File: src/verilog/drc_pkg.sv
/*
 Constants for the dual converter range and channel control block.
 Assumes a 10 MHz system clock; shared by the control core and its leaves.
*/
package drc_pkg;

   // Clock and timing
   localparam int unsigned CLK_PERIOD_NS = 100;
   localparam int unsigned T_ACQ_NS      = 140;
   // Least tracking time rounds up to whole cycles
   localparam int unsigned ACQ_CYC       = (T_ACQ_NS + CLK_PERIOD_NS - 1) / CLK_PERIOD_NS;
   localparam int unsigned TRK_CNT_W     = 4;

   // Result width, larger variant; the smaller one uses 12
   localparam int unsigned RES_BITS_DEF  = 14;
   localparam int unsigned VIN_W         = 26;
   localparam int unsigned SPAN_W        = 25;

   // Span encodings {span_sel_hi, span_sel_lo}
   localparam logic [1:0] SPAN_BIP10     = 2'h0;
   localparam logic [1:0] SPAN_BIP5      = 2'h1;
   localparam logic [1:0] SPAN_UNI10     = 2'h2;
   localparam logic [1:0] SPAN_RSVD      = 2'h3;
   localparam logic [1:0] SPAN_RST       = SPAN_BIP10;

   // Span widths and low ends in microvolts
   localparam logic [SPAN_W-1:0]        SPAN_UV_20V = 25'h1312D00;
   localparam logic [SPAN_W-1:0]        SPAN_UV_10V = 25'h0989680;
   localparam logic signed [VIN_W-1:0]  LOW_UV_M10  = -26'sh0989680;
   localparam logic signed [VIN_W-1:0]  LOW_UV_M5   = -26'sh04C4B40;
   localparam logic signed [VIN_W-1:0]  LOW_UV_0    = 26'sh0000000;

   // Register map (byte addresses)
   localparam logic [3:0] REG_STATUS    = 4'h0;
   localparam logic [3:0] REG_RESULT_A  = 4'h4;
   localparam logic [3:0] REG_RESULT_B  = 4'h8;
   localparam logic [3:0] REG_CTRL      = 4'hC;

   // Status fields
   localparam int unsigned ST_BUSY_BIT  = 0;
   localparam int unsigned ST_TRK_BIT   = 1;
   localparam int unsigned ST_PDN_BIT   = 2;
   localparam int unsigned ST_CHAN_BIT  = 3;
   localparam int unsigned ST_SPAN_LSB  = 4;
   localparam int unsigned ST_FAULT_BIT = 6;
   localparam int unsigned ST_ACQ_BIT   = 7;
   // Control fields, write one to clear
   localparam int unsigned CT_FAULT_CLR = 0;
   localparam int unsigned CT_ACQ_CLR   = 1;

   typedef enum logic [1:0] {
      DRC_TRACK = 2'b00,
      DRC_CONV  = 2'b01,
      DRC_PDOWN = 2'b10
   } drc_state_e;

endpackage

File: src/verilog/drc_ctrl.sv
/*
 Conversion control of a dual simultaneous-sampling converter: span pins,
 channel-pair select, track/hold and busy sequencing, power-down, results.
 Assumes pins are asynchronous to clk_sys and a plain register port master.
*/
`timescale 1ns/1ps
module drc_ctrl #(
   parameter int unsigned RES = drc_pkg::RES_BITS_DEF
) (
   input  wire logic                             clk_sys,
   input  wire logic                             rstn,
   input  wire logic                             convert_start_n,
   input  wire logic                             span_sel_lo,
   input  wire logic                             span_sel_hi,
   input  wire logic                             chan_addr,
   input  wire logic signed [drc_pkg::VIN_W-1:0] conv_a_input_one,
   input  wire logic signed [drc_pkg::VIN_W-1:0] conv_a_input_two,
   input  wire logic signed [drc_pkg::VIN_W-1:0] conv_b_input_one,
   input  wire logic signed [drc_pkg::VIN_W-1:0] conv_b_input_two,
   input  wire logic        [3:0]                reg_addr,
   input  wire logic        [31:0]               reg_wdata,
   input  wire logic                             reg_wr,
   input  wire logic                             reg_rd,
   output logic             [31:0]               reg_rdata,
   output logic                                  busy,
   output logic                                  tracking,
   output logic                                  powered_down,
   output logic                                  span_fault,
   output logic             [RES-1:0]            result_a,
   output logic             [RES-1:0]            result_b
);

   localparam int unsigned AW = drc_pkg::VIN_W;
   localparam int unsigned TW = drc_pkg::TRK_CNT_W;

   logic [3:0]        ctl_s;
   logic [4*AW-1:0]   ana_s;
   logic              start_s, addr_s;
   logic [1:0]        span_s;
   logic signed [AW-1:0] a1_s, a2_s, b1_s, b2_s;

   drc_sync #(.WIDTH(4)) u_sync_ctl (
      .clk_sys (clk_sys),
      .rstn    (rstn),
      .din     ({convert_start_n, chan_addr, span_sel_hi, span_sel_lo}),
      .dout    (ctl_s)
   );

   drc_sync #(.WIDTH(4*AW)) u_sync_ana (
      .clk_sys (clk_sys),
      .rstn    (rstn),
      .din     ({conv_a_input_one, conv_a_input_two, conv_b_input_one, conv_b_input_two}),
      .dout    (ana_s)
   );

   always_comb
   begin
      start_s = ctl_s[3];
      addr_s  = ctl_s[2];
      span_s  = ctl_s[1:0];
      a1_s    = $signed(ana_s[4*AW-1:3*AW]);
      a2_s    = $signed(ana_s[3*AW-1:2*AW]);
      b1_s    = $signed(ana_s[2*AW-1:AW]);
      b2_s    = $signed(ana_s[AW-1:0]);
   end

   drc_pkg::drc_state_e state_r, state_nxt;
   logic                 start_q_r, start_q_nxt;
   logic                 busy_r, busy_nxt;
   logic                 busy_q_r, busy_q_nxt;
   logic                 trk_r, trk_nxt;
   logic                 pdn_r, pdn_nxt;
   logic                 chan_r, chan_nxt;
   logic [1:0]           span_r, span_nxt;
   logic                 fault_r, fault_nxt;
   logic                 acq_r, acq_nxt;
   logic [TW-1:0]        tcnt_r, tcnt_nxt;
   logic signed [AW-1:0] samp_a_r, samp_a_nxt;
   logic signed [AW-1:0] samp_b_r, samp_b_nxt;
   logic [drc_pkg::SPAN_W-1:0] cspan_r, cspan_nxt;
   logic signed [AW-1:0] clow_r, clow_nxt;
   logic [RES-1:0]       res_a_r, res_a_nxt;
   logic [RES-1:0]       res_b_r, res_b_nxt;
   logic [31:0]          rdata_r, rdata_nxt;
   logic                 start_fall, start_rise, sar_go, done_a, done_b;
   logic                 clr_fault, clr_acq;
   logic [RES-1:0]       code_a, code_b;

   // Conversion starts one cycle after hold, from the frozen samples
   drc_sar #(.RES(RES)) u_sar_a (
      .clk_sys (clk_sys),
      .rstn    (rstn),
      .start   (sar_go),
      .vin     (samp_a_r),
      .low     (clow_r),
      .span    (cspan_r),
      .done    (done_a),
      .code    (code_a)
   );

   drc_sar #(.RES(RES)) u_sar_b (
      .clk_sys (clk_sys),
      .rstn    (rstn),
      .start   (sar_go),
      .vin     (samp_b_r),
      .low     (clow_r),
      .span    (cspan_r),
      .done    (done_b),
      .code    (code_b)
   );

   always_comb
   begin
      start_fall  = start_q_r & ~start_s;
      start_rise  = ~start_q_r & start_s;
      sar_go      = busy_r & ~busy_q_r;
      clr_fault   = reg_wr && reg_addr == drc_pkg::REG_CTRL && reg_wdata[drc_pkg::CT_FAULT_CLR];
      clr_acq     = reg_wr && reg_addr == drc_pkg::REG_CTRL && reg_wdata[drc_pkg::CT_ACQ_CLR];
      state_nxt   = state_r;
      start_q_nxt = start_s;
      busy_nxt    = busy_r;
      busy_q_nxt  = busy_r;
      trk_nxt     = trk_r;
      pdn_nxt     = pdn_r;
      chan_nxt    = chan_r;
      span_nxt    = span_r;
      fault_nxt   = fault_r & ~clr_fault;
      acq_nxt     = acq_r & ~clr_acq;
      tcnt_nxt    = tcnt_r;
      samp_a_nxt  = samp_a_r;
      samp_b_nxt  = samp_b_r;
      cspan_nxt   = cspan_r;
      clow_nxt    = clow_r;
      res_a_nxt   = res_a_r;
      res_b_nxt   = res_b_r;

      // Reserved code keeps old span; set wins over clear
      if (span_s == drc_pkg::SPAN_RSVD)
         fault_nxt = 1'b1;
      else
         span_nxt = span_s;

      // Latch channel pin on busy rise, for the next conversion
      if (sar_go)
         chan_nxt = addr_s;

      if (trk_r && tcnt_r != '1)
         tcnt_nxt = tcnt_r + TW'(1);

      case (state_r)
         drc_pkg::DRC_TRACK:
         begin
            // Hold both inputs at the same edge
            if (start_fall)
            begin
               state_nxt  = drc_pkg::DRC_CONV;
               busy_nxt   = 1'b1;
               trk_nxt    = 1'b0;
               // Channel pair from the captured select
               samp_a_nxt = chan_r ? a2_s : a1_s;
               samp_b_nxt = chan_r ? b2_s : b1_s;
               // Short acquisition is only flagged, conversion still runs
               if (tcnt_r < TW'(drc_pkg::ACQ_CYC))
                  acq_nxt = 1'b1;
               case (span_r)
                  drc_pkg::SPAN_BIP5:
                  begin
                     cspan_nxt = drc_pkg::SPAN_UV_10V;
                     clow_nxt  = drc_pkg::LOW_UV_M5;
                  end
                  drc_pkg::SPAN_UNI10:
                  begin
                     cspan_nxt = drc_pkg::SPAN_UV_10V;
                     clow_nxt  = drc_pkg::LOW_UV_0;
                  end
                  default:
                  begin
                     cspan_nxt = drc_pkg::SPAN_UV_20V;
                     clow_nxt  = drc_pkg::LOW_UV_M10;
                  end
               endcase
            end
         end
         drc_pkg::DRC_CONV:
         begin
            // Busy ends when both converters finish
            if (done_a && done_b)
            begin
               busy_nxt  = 1'b0;
               // Back to track on busy fall
               trk_nxt   = 1'b1;
               tcnt_nxt  = '0;
               res_a_nxt = code_a;
               res_b_nxt = code_b;
               // Start still low: power down after this conversion
               if (!start_s)
               begin
                  state_nxt = drc_pkg::DRC_PDOWN;
                  pdn_nxt   = 1'b1;
               end
               else
                  state_nxt = drc_pkg::DRC_TRACK;
            end
         end
         drc_pkg::DRC_PDOWN:
         begin
            // Results stay readable; only a start rise wakes the core
            if (start_rise)
            begin
               state_nxt = drc_pkg::DRC_TRACK;
               pdn_nxt   = 1'b0;
            end
         end
         default:
            state_nxt = drc_pkg::DRC_TRACK;
      endcase

      rdata_nxt = 32'h00000000;
      if (reg_rd)
      begin
         case (reg_addr)
            drc_pkg::REG_STATUS:
            begin
               rdata_nxt[drc_pkg::ST_BUSY_BIT]  = busy_r;
               rdata_nxt[drc_pkg::ST_TRK_BIT]   = trk_r;
               rdata_nxt[drc_pkg::ST_PDN_BIT]   = pdn_r;
               rdata_nxt[drc_pkg::ST_CHAN_BIT]  = chan_r;
               rdata_nxt[drc_pkg::ST_SPAN_LSB +: 2] = span_r;
               rdata_nxt[drc_pkg::ST_FAULT_BIT] = fault_r;
               rdata_nxt[drc_pkg::ST_ACQ_BIT]   = acq_r;
            end
            drc_pkg::REG_RESULT_A: rdata_nxt[RES-1:0] = res_a_r;
            drc_pkg::REG_RESULT_B: rdata_nxt[RES-1:0] = res_b_r;
            default:               rdata_nxt = 32'h00000000;
         endcase
      end
   end

   always_ff @(posedge clk_sys or negedge rstn)
   begin
      if (!rstn)
      begin
         state_r   <= drc_pkg::DRC_TRACK;
         // Same as synced reset level: no false start edge after reset
         start_q_r <= 1'b0;
         busy_r    <= 1'b0;
         busy_q_r  <= 1'b0;
         trk_r     <= 1'b1;
         pdn_r     <= 1'b0;
         chan_r    <= 1'b0;
         span_r    <= drc_pkg::SPAN_RST;
         fault_r   <= 1'b0;
         acq_r     <= 1'b0;
         tcnt_r    <= '0;
         samp_a_r  <= '0;
         samp_b_r  <= '0;
         cspan_r   <= drc_pkg::SPAN_UV_20V;
         clow_r    <= drc_pkg::LOW_UV_M10;
         res_a_r   <= '0;
         res_b_r   <= '0;
         rdata_r   <= 32'h00000000;
      end
      else
      begin
         state_r   <= state_nxt;
         start_q_r <= start_q_nxt;
         busy_r    <= busy_nxt;
         busy_q_r  <= busy_q_nxt;
         trk_r     <= trk_nxt;
         pdn_r     <= pdn_nxt;
         chan_r    <= chan_nxt;
         span_r    <= span_nxt;
         fault_r   <= fault_nxt;
         acq_r     <= acq_nxt;
         tcnt_r    <= tcnt_nxt;
         samp_a_r  <= samp_a_nxt;
         samp_b_r  <= samp_b_nxt;
         cspan_r   <= cspan_nxt;
         clow_r    <= clow_nxt;
         res_a_r   <= res_a_nxt;
         res_b_r   <= res_b_nxt;
         rdata_r   <= rdata_nxt;
      end
   end

   assign reg_rdata    = rdata_r;
   assign busy         = busy_r;
   assign tracking     = trk_r;
   assign powered_down = pdn_r;
   assign span_fault   = fault_r;
   assign result_a     = res_a_r;
   assign result_b     = res_b_r;

   localparam int BUSY_MAX = RES + 3;
   logic seen_busy_r;
   always_ff @(posedge clk_sys or negedge rstn)
   begin
      if (!rstn)
         seen_busy_r <= 1'b0;
      else if (busy_r)
         seen_busy_r <= 1'b1;
   end
endmodule

File: src/verilog/drc_sync.sv
/*
 Two-flop synchroniser for a vector of pins.
 Assumes each bit is independent or held stable around its sampling point.
*/
`timescale 1ns/1ps
module drc_sync #(
   parameter int unsigned WIDTH = 1
) (
   input  wire logic             clk_sys,
   input  wire logic             rstn,
   input  wire logic [WIDTH-1:0] din,
   output logic      [WIDTH-1:0] dout
);

   logic [WIDTH-1:0] meta_r;
   logic [WIDTH-1:0] meta_nxt;
   logic [WIDTH-1:0] sync_r;
   logic [WIDTH-1:0] sync_nxt;

   always_comb
   begin
      meta_nxt = din;
      sync_nxt = meta_r;
   end

   always_ff @(posedge clk_sys or negedge rstn)
   begin
      if (!rstn)
      begin
         meta_r <= '0;
         sync_r <= '0;
      end
      else
      begin
         meta_r <= meta_nxt;
         sync_r <= sync_nxt;
      end
   end

   assign dout = sync_r;

endmodule

File: src/verilog/drc_sar.sv
/*
 Successive-approximation core: one trial bit per clock, MSB first.
 Assumes vin and span/low stay stable from start until done.
*/
`timescale 1ns/1ps
module drc_sar #(
   parameter int unsigned RES = drc_pkg::RES_BITS_DEF
) (
   input  wire logic                             clk_sys,
   input  wire logic                             rstn,
   input  wire logic                             start,
   input  wire logic signed [drc_pkg::VIN_W-1:0] vin,
   input  wire logic signed [drc_pkg::VIN_W-1:0] low,
   input  wire logic        [drc_pkg::SPAN_W-1:0] span,
   output logic                                  done,
   output logic             [RES-1:0]            code
);

   localparam int unsigned IDX_W = $clog2(RES);

   logic             run_r,  run_nxt;
   logic             done_r, done_nxt;
   logic [IDX_W-1:0] idx_r,  idx_nxt;
   logic [RES-1:0]   acc_r,  acc_nxt;
   logic [RES-1:0]   code_r, code_nxt;
   logic [RES-1:0]   trial;
   logic signed [drc_pkg::VIN_W-1:0] diff;
   logic signed [41:0] lhs;
   logic signed [41:0] rhs;

   always_comb
   begin
      trial    = acc_r | (RES'(1) << idx_r);
      diff     = vin - low;
      // Width and LSB from span
      // Compare diff*2^RES against trial*span: no divider needed
      lhs      = 42'(diff) <<< RES;
      rhs      = $signed(42'(trial) * 42'(span));
      run_nxt  = run_r;
      done_nxt = 1'b0;
      idx_nxt  = idx_r;
      acc_nxt  = acc_r;
      code_nxt = code_r;
      if (start)
      begin
         run_nxt = 1'b1;
         idx_nxt = IDX_W'(RES - 1);
         acc_nxt = '0;
      end
      else if (run_r)
      begin
         if (lhs >= rhs)
            acc_nxt = trial;
         if (idx_r == '0)
         begin
            run_nxt  = 1'b0;
            done_nxt = 1'b1;
            code_nxt = {~acc_nxt[RES-1], acc_nxt[RES-2:0]};
         end
         else
            idx_nxt = idx_r - IDX_W'(1);
      end
   end

   always_ff @(posedge clk_sys or negedge rstn)
   begin
      if (!rstn)
      begin
         run_r  <= 1'b0;
         done_r <= 1'b0;
         idx_r  <= '0;
         acc_r  <= '0;
         code_r <= '0;
      end
      else
      begin
         run_r  <= run_nxt;
         done_r <= done_nxt;
         idx_r  <= idx_nxt;
         acc_r  <= acc_nxt;
         code_r <= code_nxt;
      end
   end

   assign done = done_r;
   assign code = code_r;

   // Start edge loads, then RES trial edges; done registers on the last trial edge
   localparam int SAR_LAT = RES;
endmodule

File: config.mk
export PLATFORM = sky130hd
export DESIGN_NAME = drc_ctrl
export DESIGN_NICKNAME = d
export VERILOG_FILES = /design/src/verilog/drc_pkg.sv /design/src/verilog/drc_ctrl.sv /design/src/verilog/drc_sync.sv /design/src/verilog/drc_sar.sv
export SDC_FILE = /design/constraint.sdc
export NUM_CORES = 1
export LEC_CHECK = 0
export BUFFER_PORTS_ARGS = -buffer_cell sky130_fd_sc_hd__buf_2
export CAP_MARGIN = 20
export CORE_AREA = 2 2 359 272
export CTS_CLUSTER_SIZE = 30
export DETAILED_ROUTE_END_ITERATION = 7
export DIE_AREA = 0 0 361 274
export PLACE_DENSITY = 0.5
export REMOVE_ABC_BUFFERS = 1
export SKIP_LAST_GASP = 1
export SLEW_MARGIN = 20
export SYNTH_ARGS = -nofsm -noshare
export SYNTH_HDL_FRONTEND = slang
export SYNTH_SLANG_ARGS = --single-unit
File: constraint.sdc
create_clock -name clk_sys -period 9 [get_ports clk_sys]
set_input_delay 1.8 -clock clk_sys [delete_from_list [all_inputs] [get_ports clk_sys]]
set_output_delay 1.8 -clock clk_sys [all_outputs]
set_load 0.005 [all_outputs]
==> results of run 1 <==
metal layers:
metal | track usage | vias to the layer above | wire (um)
met1 | 0.209 | 9138 | 33400
met4 | 0.0258 | 0 | 961
met5 | 0 | - | 0
li1 | - | 9364 | -
met3 | 0.0192 | 56 | 2160
met2 | 0.206 | 246 | 28600
cell type report:
| cell class | instances | area share |
|---|---|---|
| well taps | 1262 | 0.0480 |
| clock inverters | 18 | 0.00765 |
| flip-flops and latches | 398 | 0.303 |
| inverters | 393 | 0.0449 |
| multi-input cells | 1851 | 0.510 |
| clock buffers | 60 | 0.0375 |
| repair buffers | 258 | 0.0483 |
stage by stage:
stage | utilization | cell area (sq um) | std cells | hold WS, ns
6_report | 0.342 | 32900 | 4240 | 0.333
5_1_grt | 0.342 | 32900 | 4240 | 0.343
4_1_cts | 0.341 | 32700 | 4238 | 0.327
3_5_place_dp | 0.325 | 31200 | 4160 | 0.335
3_3_place_gp | 0.325 | 31200 | 4160 | 0.332
2_1_floorplan | - | 28100 | 2642 | 0.331
cell families after synthesis:
group                    Yosys count  synth area share
XOR/XNOR                          94            0.0293
buffers and inverters            474            0.0651
AO/OA/AOI/OAI                    419            0.0943
AND/OR/NAND/NOR                  652             0.104
other                              1          0.000132
flip-flops                       398             0.351
adder cells (fa/ha/maj)          597             0.330
multiplexers                      71            0.0251
cell usage in the layout, fill, tap and decap left out, types with 16 or more instances in the layout:
master and n:
a211oi_1 18, a21o_1 48, a21oi_1 149, and2_1 25, buf_2 162, buf_4 91
clkbuf_16 44, conb_1 18, dfrtp_1 392, fa_1 254, ha_1 340, inv_1 391
mux2i_1 69, nand2_1 273, nand2b_1 31, nand3_1 33, nand4_1 24, nor2_1 163
nor2b_1 20, o21ai_0 73, o21bai_1 16, xnor2_1 52, xor2_1 40
state kept, by name (all words and copies together) (netlist names), 2 cells and up:
name	flops
u_sync_ctl.dout	4
clow_r	2
u_sar_b.idx_r	4
reg_rdata	14
state_r	2
span_r	2
samp_b_r	26
u_sar_a.acc_r	14
samp_a_r	26
u_sar_b.code	14
u_sync_ana.dout	104
u_sar_a.code	14
result_b	14
u_sync_ana.meta_r	104
cspan_r	2
u_sync_ctl.meta_r	4
u_sar_a.idx_r	4
result_a	14
tcnt_r	4
u_sar_b.acc_r	14
path summary, 6_finish.rpt:
path	to	slack, ns	cells past startpoint
setup reg to reg	u_sar_b.acc_r[0]	0.51	32
min in group asynchronous	u_sync_ana.meta_r[26]	1.16	1
hold reg to reg	u_sync_ana.dout[63]	0.33	0
hold / removal	u_sync_ana.dout[63]	0.33	0
max in group asynchronous	u_sar_a.idx_r[2]	6.47	2
setup / recovery	u_sar_b.acc_r[0]	0.51	32
repair_timing:
action	CTS	global route
endpoints found under the setup margin	0	36
buffers inserted	0	2
resized for setup	0	38
worst max-delay path: cells and delay by family (launching register included):
family	cells	cell delay, ns
mux	1	0.27
fa+ha+maj	9	4.02
flops	1	0.41
compound gates	11	2.34
buf+inv	8	0.87
simple gates	3	0.40
==> summary.md, run 1 <==
| Metric | Value |
|---|---|
| Outcome | `finished clean` |
| Clock Skew | `0.0268 ns` |
| Synth area leaders | `dfrtp_1 35%, fa_1 18%, ha_1 15%` |
| Row count | `99` |
| Crit path max fanout | `18` |
| Worst endpoint data arrival time | `8.92 ns` |
| Max-Cap Viols | `0` |
| Critical path type | `flip-flop to flip-flop` |
| CP Launch Point | `u_sar_b.idx_r[0]` |
| Starting density of the core | `0.296` |
| CP dominant cell by count | `fa_1` |
| Yosys top cell by area | `dfrtp_1` |
| Die W | `361 um` |
| DP Worst Slack | `0.194 ns` |
| Die height | `274 um` |
| Register Area | `9970 sq um` |
| Residual antenna-violating net count after detailed routing | `0` |
| PnR worst setup slack | `0.511 ns` |
| Htree depth | `2` |
| CTS Root Cell | `clkbuf_16` |
| Core box area | `96,000 sq um` |
| Worst path required time | `9.43 ns` |
| Initial antenna violation count | `0` |
| Post-detailed-route DRC marker count | `0` |
| Final Slew Violations | `0` |
| CP startpoint kind | `flip-flop` |
| Final WL | `65,100 um` |
| Tightest Pin Transition | `1.07 ns` |
| Async S/R FF share, synth | `1.00` |
| Setup TNS | `0 ns` |
| Worst Hold Launch | `u_sync_ana.meta_r[63]` |
| Nets | `3,691` |
| Die area | `98,900 sq um` |
| 1st-iter DRT viols | `1,046` |
| Ratio of final minimum period to clock period | `0.943` |
| Layout fillers | `9,724` |
| Hold/Removal Path Class | `flip-flop to flip-flop` |
| Largest net degree at the start of global routing | `165` |
| Worst flop-to-flop path startpoint | `u_sar_b.idx_r[0]` |
| Pre-antenna DRT Iters | `8` |
| Tmin final | `8.49 ns` |
| Final HPWL DP | `52,400 um` |
| Io pins | `212` |
| Slew HR | `0.286` |
| IO Port Bufs | `163` |
| CTS Sinks | `398` |
| CTS clock-pin slew for the worst setup and hold paths | `0.06 ns` |
| Syn. warnings | `0` |
| Commonest cells post-synth | `395 x dfrtp_1, 391 x inv_1, 343 x ha_1` |
| Worst setup EP type | `flip-flop` |
| Inserted Clock Buffers | `44` |
| Routability cong. | `0.851` |
| # hold bufs at CTS | `0` |
| Unrepaired setup endpoints after global routing | `false` |
| Clock Tree Buf Depth | `3` |
| CP max stage cell | `fa_1` |
| CTS tree | `done` |
| Synthesized flop and latch total | `398` |
| Syn Std Cell Area | `28,400 sq um` |
| Vias | `18,804` |
| Clock insertion delay at the later pin of the skew report | `0.59 ns` |
| Total congestion overflow | `0` |
| Synth Area per Inst | `10.5 sq um` |
| Via/cell ratio | `4.43` |
| Area Growth Syn to Fin | `15.9%` |
| Seq/Total Area, Yosys | `0.351` |
| Synth Instances | `2,706` |
| Top-area cell type share of the netlist area | `0.348` |
| Drt wl/cell | `15.4 um` |
| Unique cell type count in the Yosys netlist | `74` |
| Endpoints failing hold | `0` |
| Layout cells sized above 1 | `0.129` |
| Gr usage total | `0.137` |
| Vias in the first global route | `19,290` |
| Number of flops mapped to enable cells by yosys | `0` |
| Crit-path max cell delay | `0.56 ns` |
| # diodes | `0` |
| Top FF cell, synth | `dfrtp_1` |
| Peak Freq | `118 MHz` |
| Most frequent cell after synthesis | `dfrtp_1` |
| Area taken by multi-input logic gates | `16,800 sq um` |
| Global-route wire length before repair | `108,000 um` |
| Final Setup Violations | `0` |
Power of run 1 is not shown: default switching activity piles up to over one toggle a cycle in this logic, so the estimate is an artifact.
==> inputs of run 2 (changes only) <==
--- a/config.mk
+++ b/config.mk
@@ -12,7 +12,6 @@
 export DETAILED_ROUTE_END_ITERATION = 7
 export DIE_AREA = 0 0 361 274
 export PLACE_DENSITY = 0.5
-export REMOVE_ABC_BUFFERS = 1
 export SKIP_LAST_GASP = 1
 export SLEW_MARGIN = 20
 export SYNTH_ARGS = -nofsm -noshare
==> summary.md, run 2 (synthesis results as in run 1) <==
| Metric | Value |
|---|---|
| CTS Root Cell | `clkbuf_16` |
| Endpoints failing hold | `0 (unchanged)` |
| Peak Freq | `117 MHz (-0.34%)` |
| Worst path required time | `9.45 ns (+0.02 ns)` |
| Post-detailed-route DRC marker count | `0 (unchanged)` |
| Post-placement cell area | `31,000 sq um (-0.86%)` |
| # hold bufs at CTS | `0 (unchanged)` |
| Max-Cap Viols | `0 (unchanged)` |
| Io pins | `212 (unchanged)` |
| Clock Skew | `0.0113 ns (-0.0155 ns)` |
| CTS clock-pin slew for the worst setup and hold paths | `0.06 ns (about the same)` |
| Global-route wire length before repair | `106,000 um (-1.9%)` |
| Die height | `274 um (unchanged)` |
| Hold/Removal Path Class | `flip-flop to flip-flop` |
| Inserted Clock Buffers | `43 (-2.3%)` |
| Critical path type | `flip-flop to flip-flop` |
| IO Port Bufs | `163 (unchanged)` |
| CTS tree | `done` |
| Crit path max fanout | `14 (-4)` |
| WP buf/inv | `9 (+1)` |
| CP startpoint kind | `flip-flop` |
| Htree depth | `2 (unchanged)` |
| Area Growth Syn to Fin | `14.9%` |
| CP delay by family, top | `adder cells` |
| Layout cells sized above 1 | `0.121 (-0.00798)` |
| CTS Sinks | `398 (unchanged)` |
| Register Area | `9970 sq um (unchanged)` |
| Setup repair bufs after CTS | `0 (unchanged)` |
| Outcome | `finished clean` |
| 1st-iter DRT viols | `1,315 (+26%)` |
| Final HPWL DP | `52,000 um (-0.75%)` |
| Gr usage total | `0.134 (-0.00230)` |
| Most frequent cells in the layout | `392 x dfrtp_1, 389 x inv_1, 339 x ha_1` |
| Largest net degree at the start of global routing | `153 (-7.3%)` |
| Final Slew Violations | `0 (unchanged)` |
| Clock Tree Buf Depth | `3 (unchanged)` |
| Final Cell Area | `32,600 sq um (-0.81%)` |
| CP dominant cell by count | `fa_1` |
| Nets | `3,654 (-1.0%)` |
| Starting density of the core | `0.296 (unchanged)` |
| CP max stage cell | `fa_1` |
| Residual antenna-violating net count after detailed routing | `0 (unchanged)` |
| Row count | `99 (unchanged)` |
| Final WL | `64,400 um (-1.1%)` |
| Clock insertion delay at the later pin of the skew report | `0.58 ns (about the same)` |
| Worst setup EP type | `flip-flop` |
| Tightest Pin Transition | `1.02 ns (-0.0518 ns)` |
| Via/cell ratio | `4.46 (+0.63%)` |
| Area taken by multi-input logic gates | `16,800 sq um (about the same)` |
| Slew HR | `0.317 (+0.0312)` |
| Initial antenna violation count | `1 (+1)` |
| Crit-path max cell delay | `0.57 ns (about the same)` |
| Most common cell after layout, fill and taps aside | `dfrtp_1` |
| Vias in the first global route | `19,308 (+0.093%)` |
| Worst endpoint data arrival time | `8.97 ns (+0.05 ns)` |
| Drt wl/cell | `15.3 um (-0.29%)` |
| Ratio of final minimum period to clock period | `0.946 (+0.00324)` |
| Layout fillers | `9,786 (+0.64%)` |
| Total congestion overflow | `0 (unchanged)` |
| Tmin final | `8.52 ns (+0.0291 ns)` |
| Die W | `361 um (unchanged)` |
| Die area | `98,900 sq um (unchanged)` |
| Post-cts sizing count | `0 (unchanged)` |
| Core box area | `96,000 sq um (unchanged)` |
| Worst hold slack | `0.343 ns (+0.00930 ns)` |
| Final Setup Violations | `0 (unchanged)` |
| Routability cong. | `0.867 (+1.9%)` |
| Vias | `18,770 (-0.18%)` |
| Pre-antenna DRT Iters | `5 (-3)` |
run 2: routing by layer:
layer,global-route usage,up-vias,routed length (um)
li1,-,9310,-
met1,0.197,9167,31800
met2,0.209,230,29000
met3,0.0190,63,2310
met4,0.0312,0,1250
met5,0,-,0
run 2: final timing paths:
kind / start / endpoint / slack (ns) / cells after the start
max in group asynchronous: rstn / u_sync_ana.dout[1] / 6.00 / 3
min reg2reg: u_sync_ana.meta_r[66] / u_sync_ana.dout[66] / 0.34 / 0
min: u_sync_ana.meta_r[66] / u_sync_ana.dout[66] / 0.34 / 0
min in group asynchronous: rstn / u_sync_ana.dout[55] / 1.15 / 1
max reg2reg: u_sar_a.idx_r[1] / u_sar_a.acc_r[9] / 0.48 / 35
max: u_sar_a.idx_r[1] / u_sar_a.acc_r[9] / 0.48 / 35
run 2: stage by stage:
| step | TNS, ns | instances | utilization | setup WS [ns] |
|---|---|---|---|---|
| CTS | 0 | 4205 | 0.338 | 0.0103 |
| floorplan | 0 | 2723 | - | 0.649 |
| global route | -0.101 | 4205 | 0.340 | -0.0432 |
| finish | 0 | 4206 | 0.340 | 0.482 |
| detailed placement | 0 | 4126 | 0.323 | 0.131 |
| global placement | 0 | 4126 | 0.323 | 0.154 |
run 2: layout make-up:
type,instances,share of cell area
inverters,393,0.0452
diodes,1,0.0000767
flip-flops and latches,398,0.306
multi-input cells,1851,0.514
clock inverters,22,0.00856
clock buffers,57,0.0374
well taps,1262,0.0484
repair buffers,222,0.0401
Power of run 2 is left out for the same reason.
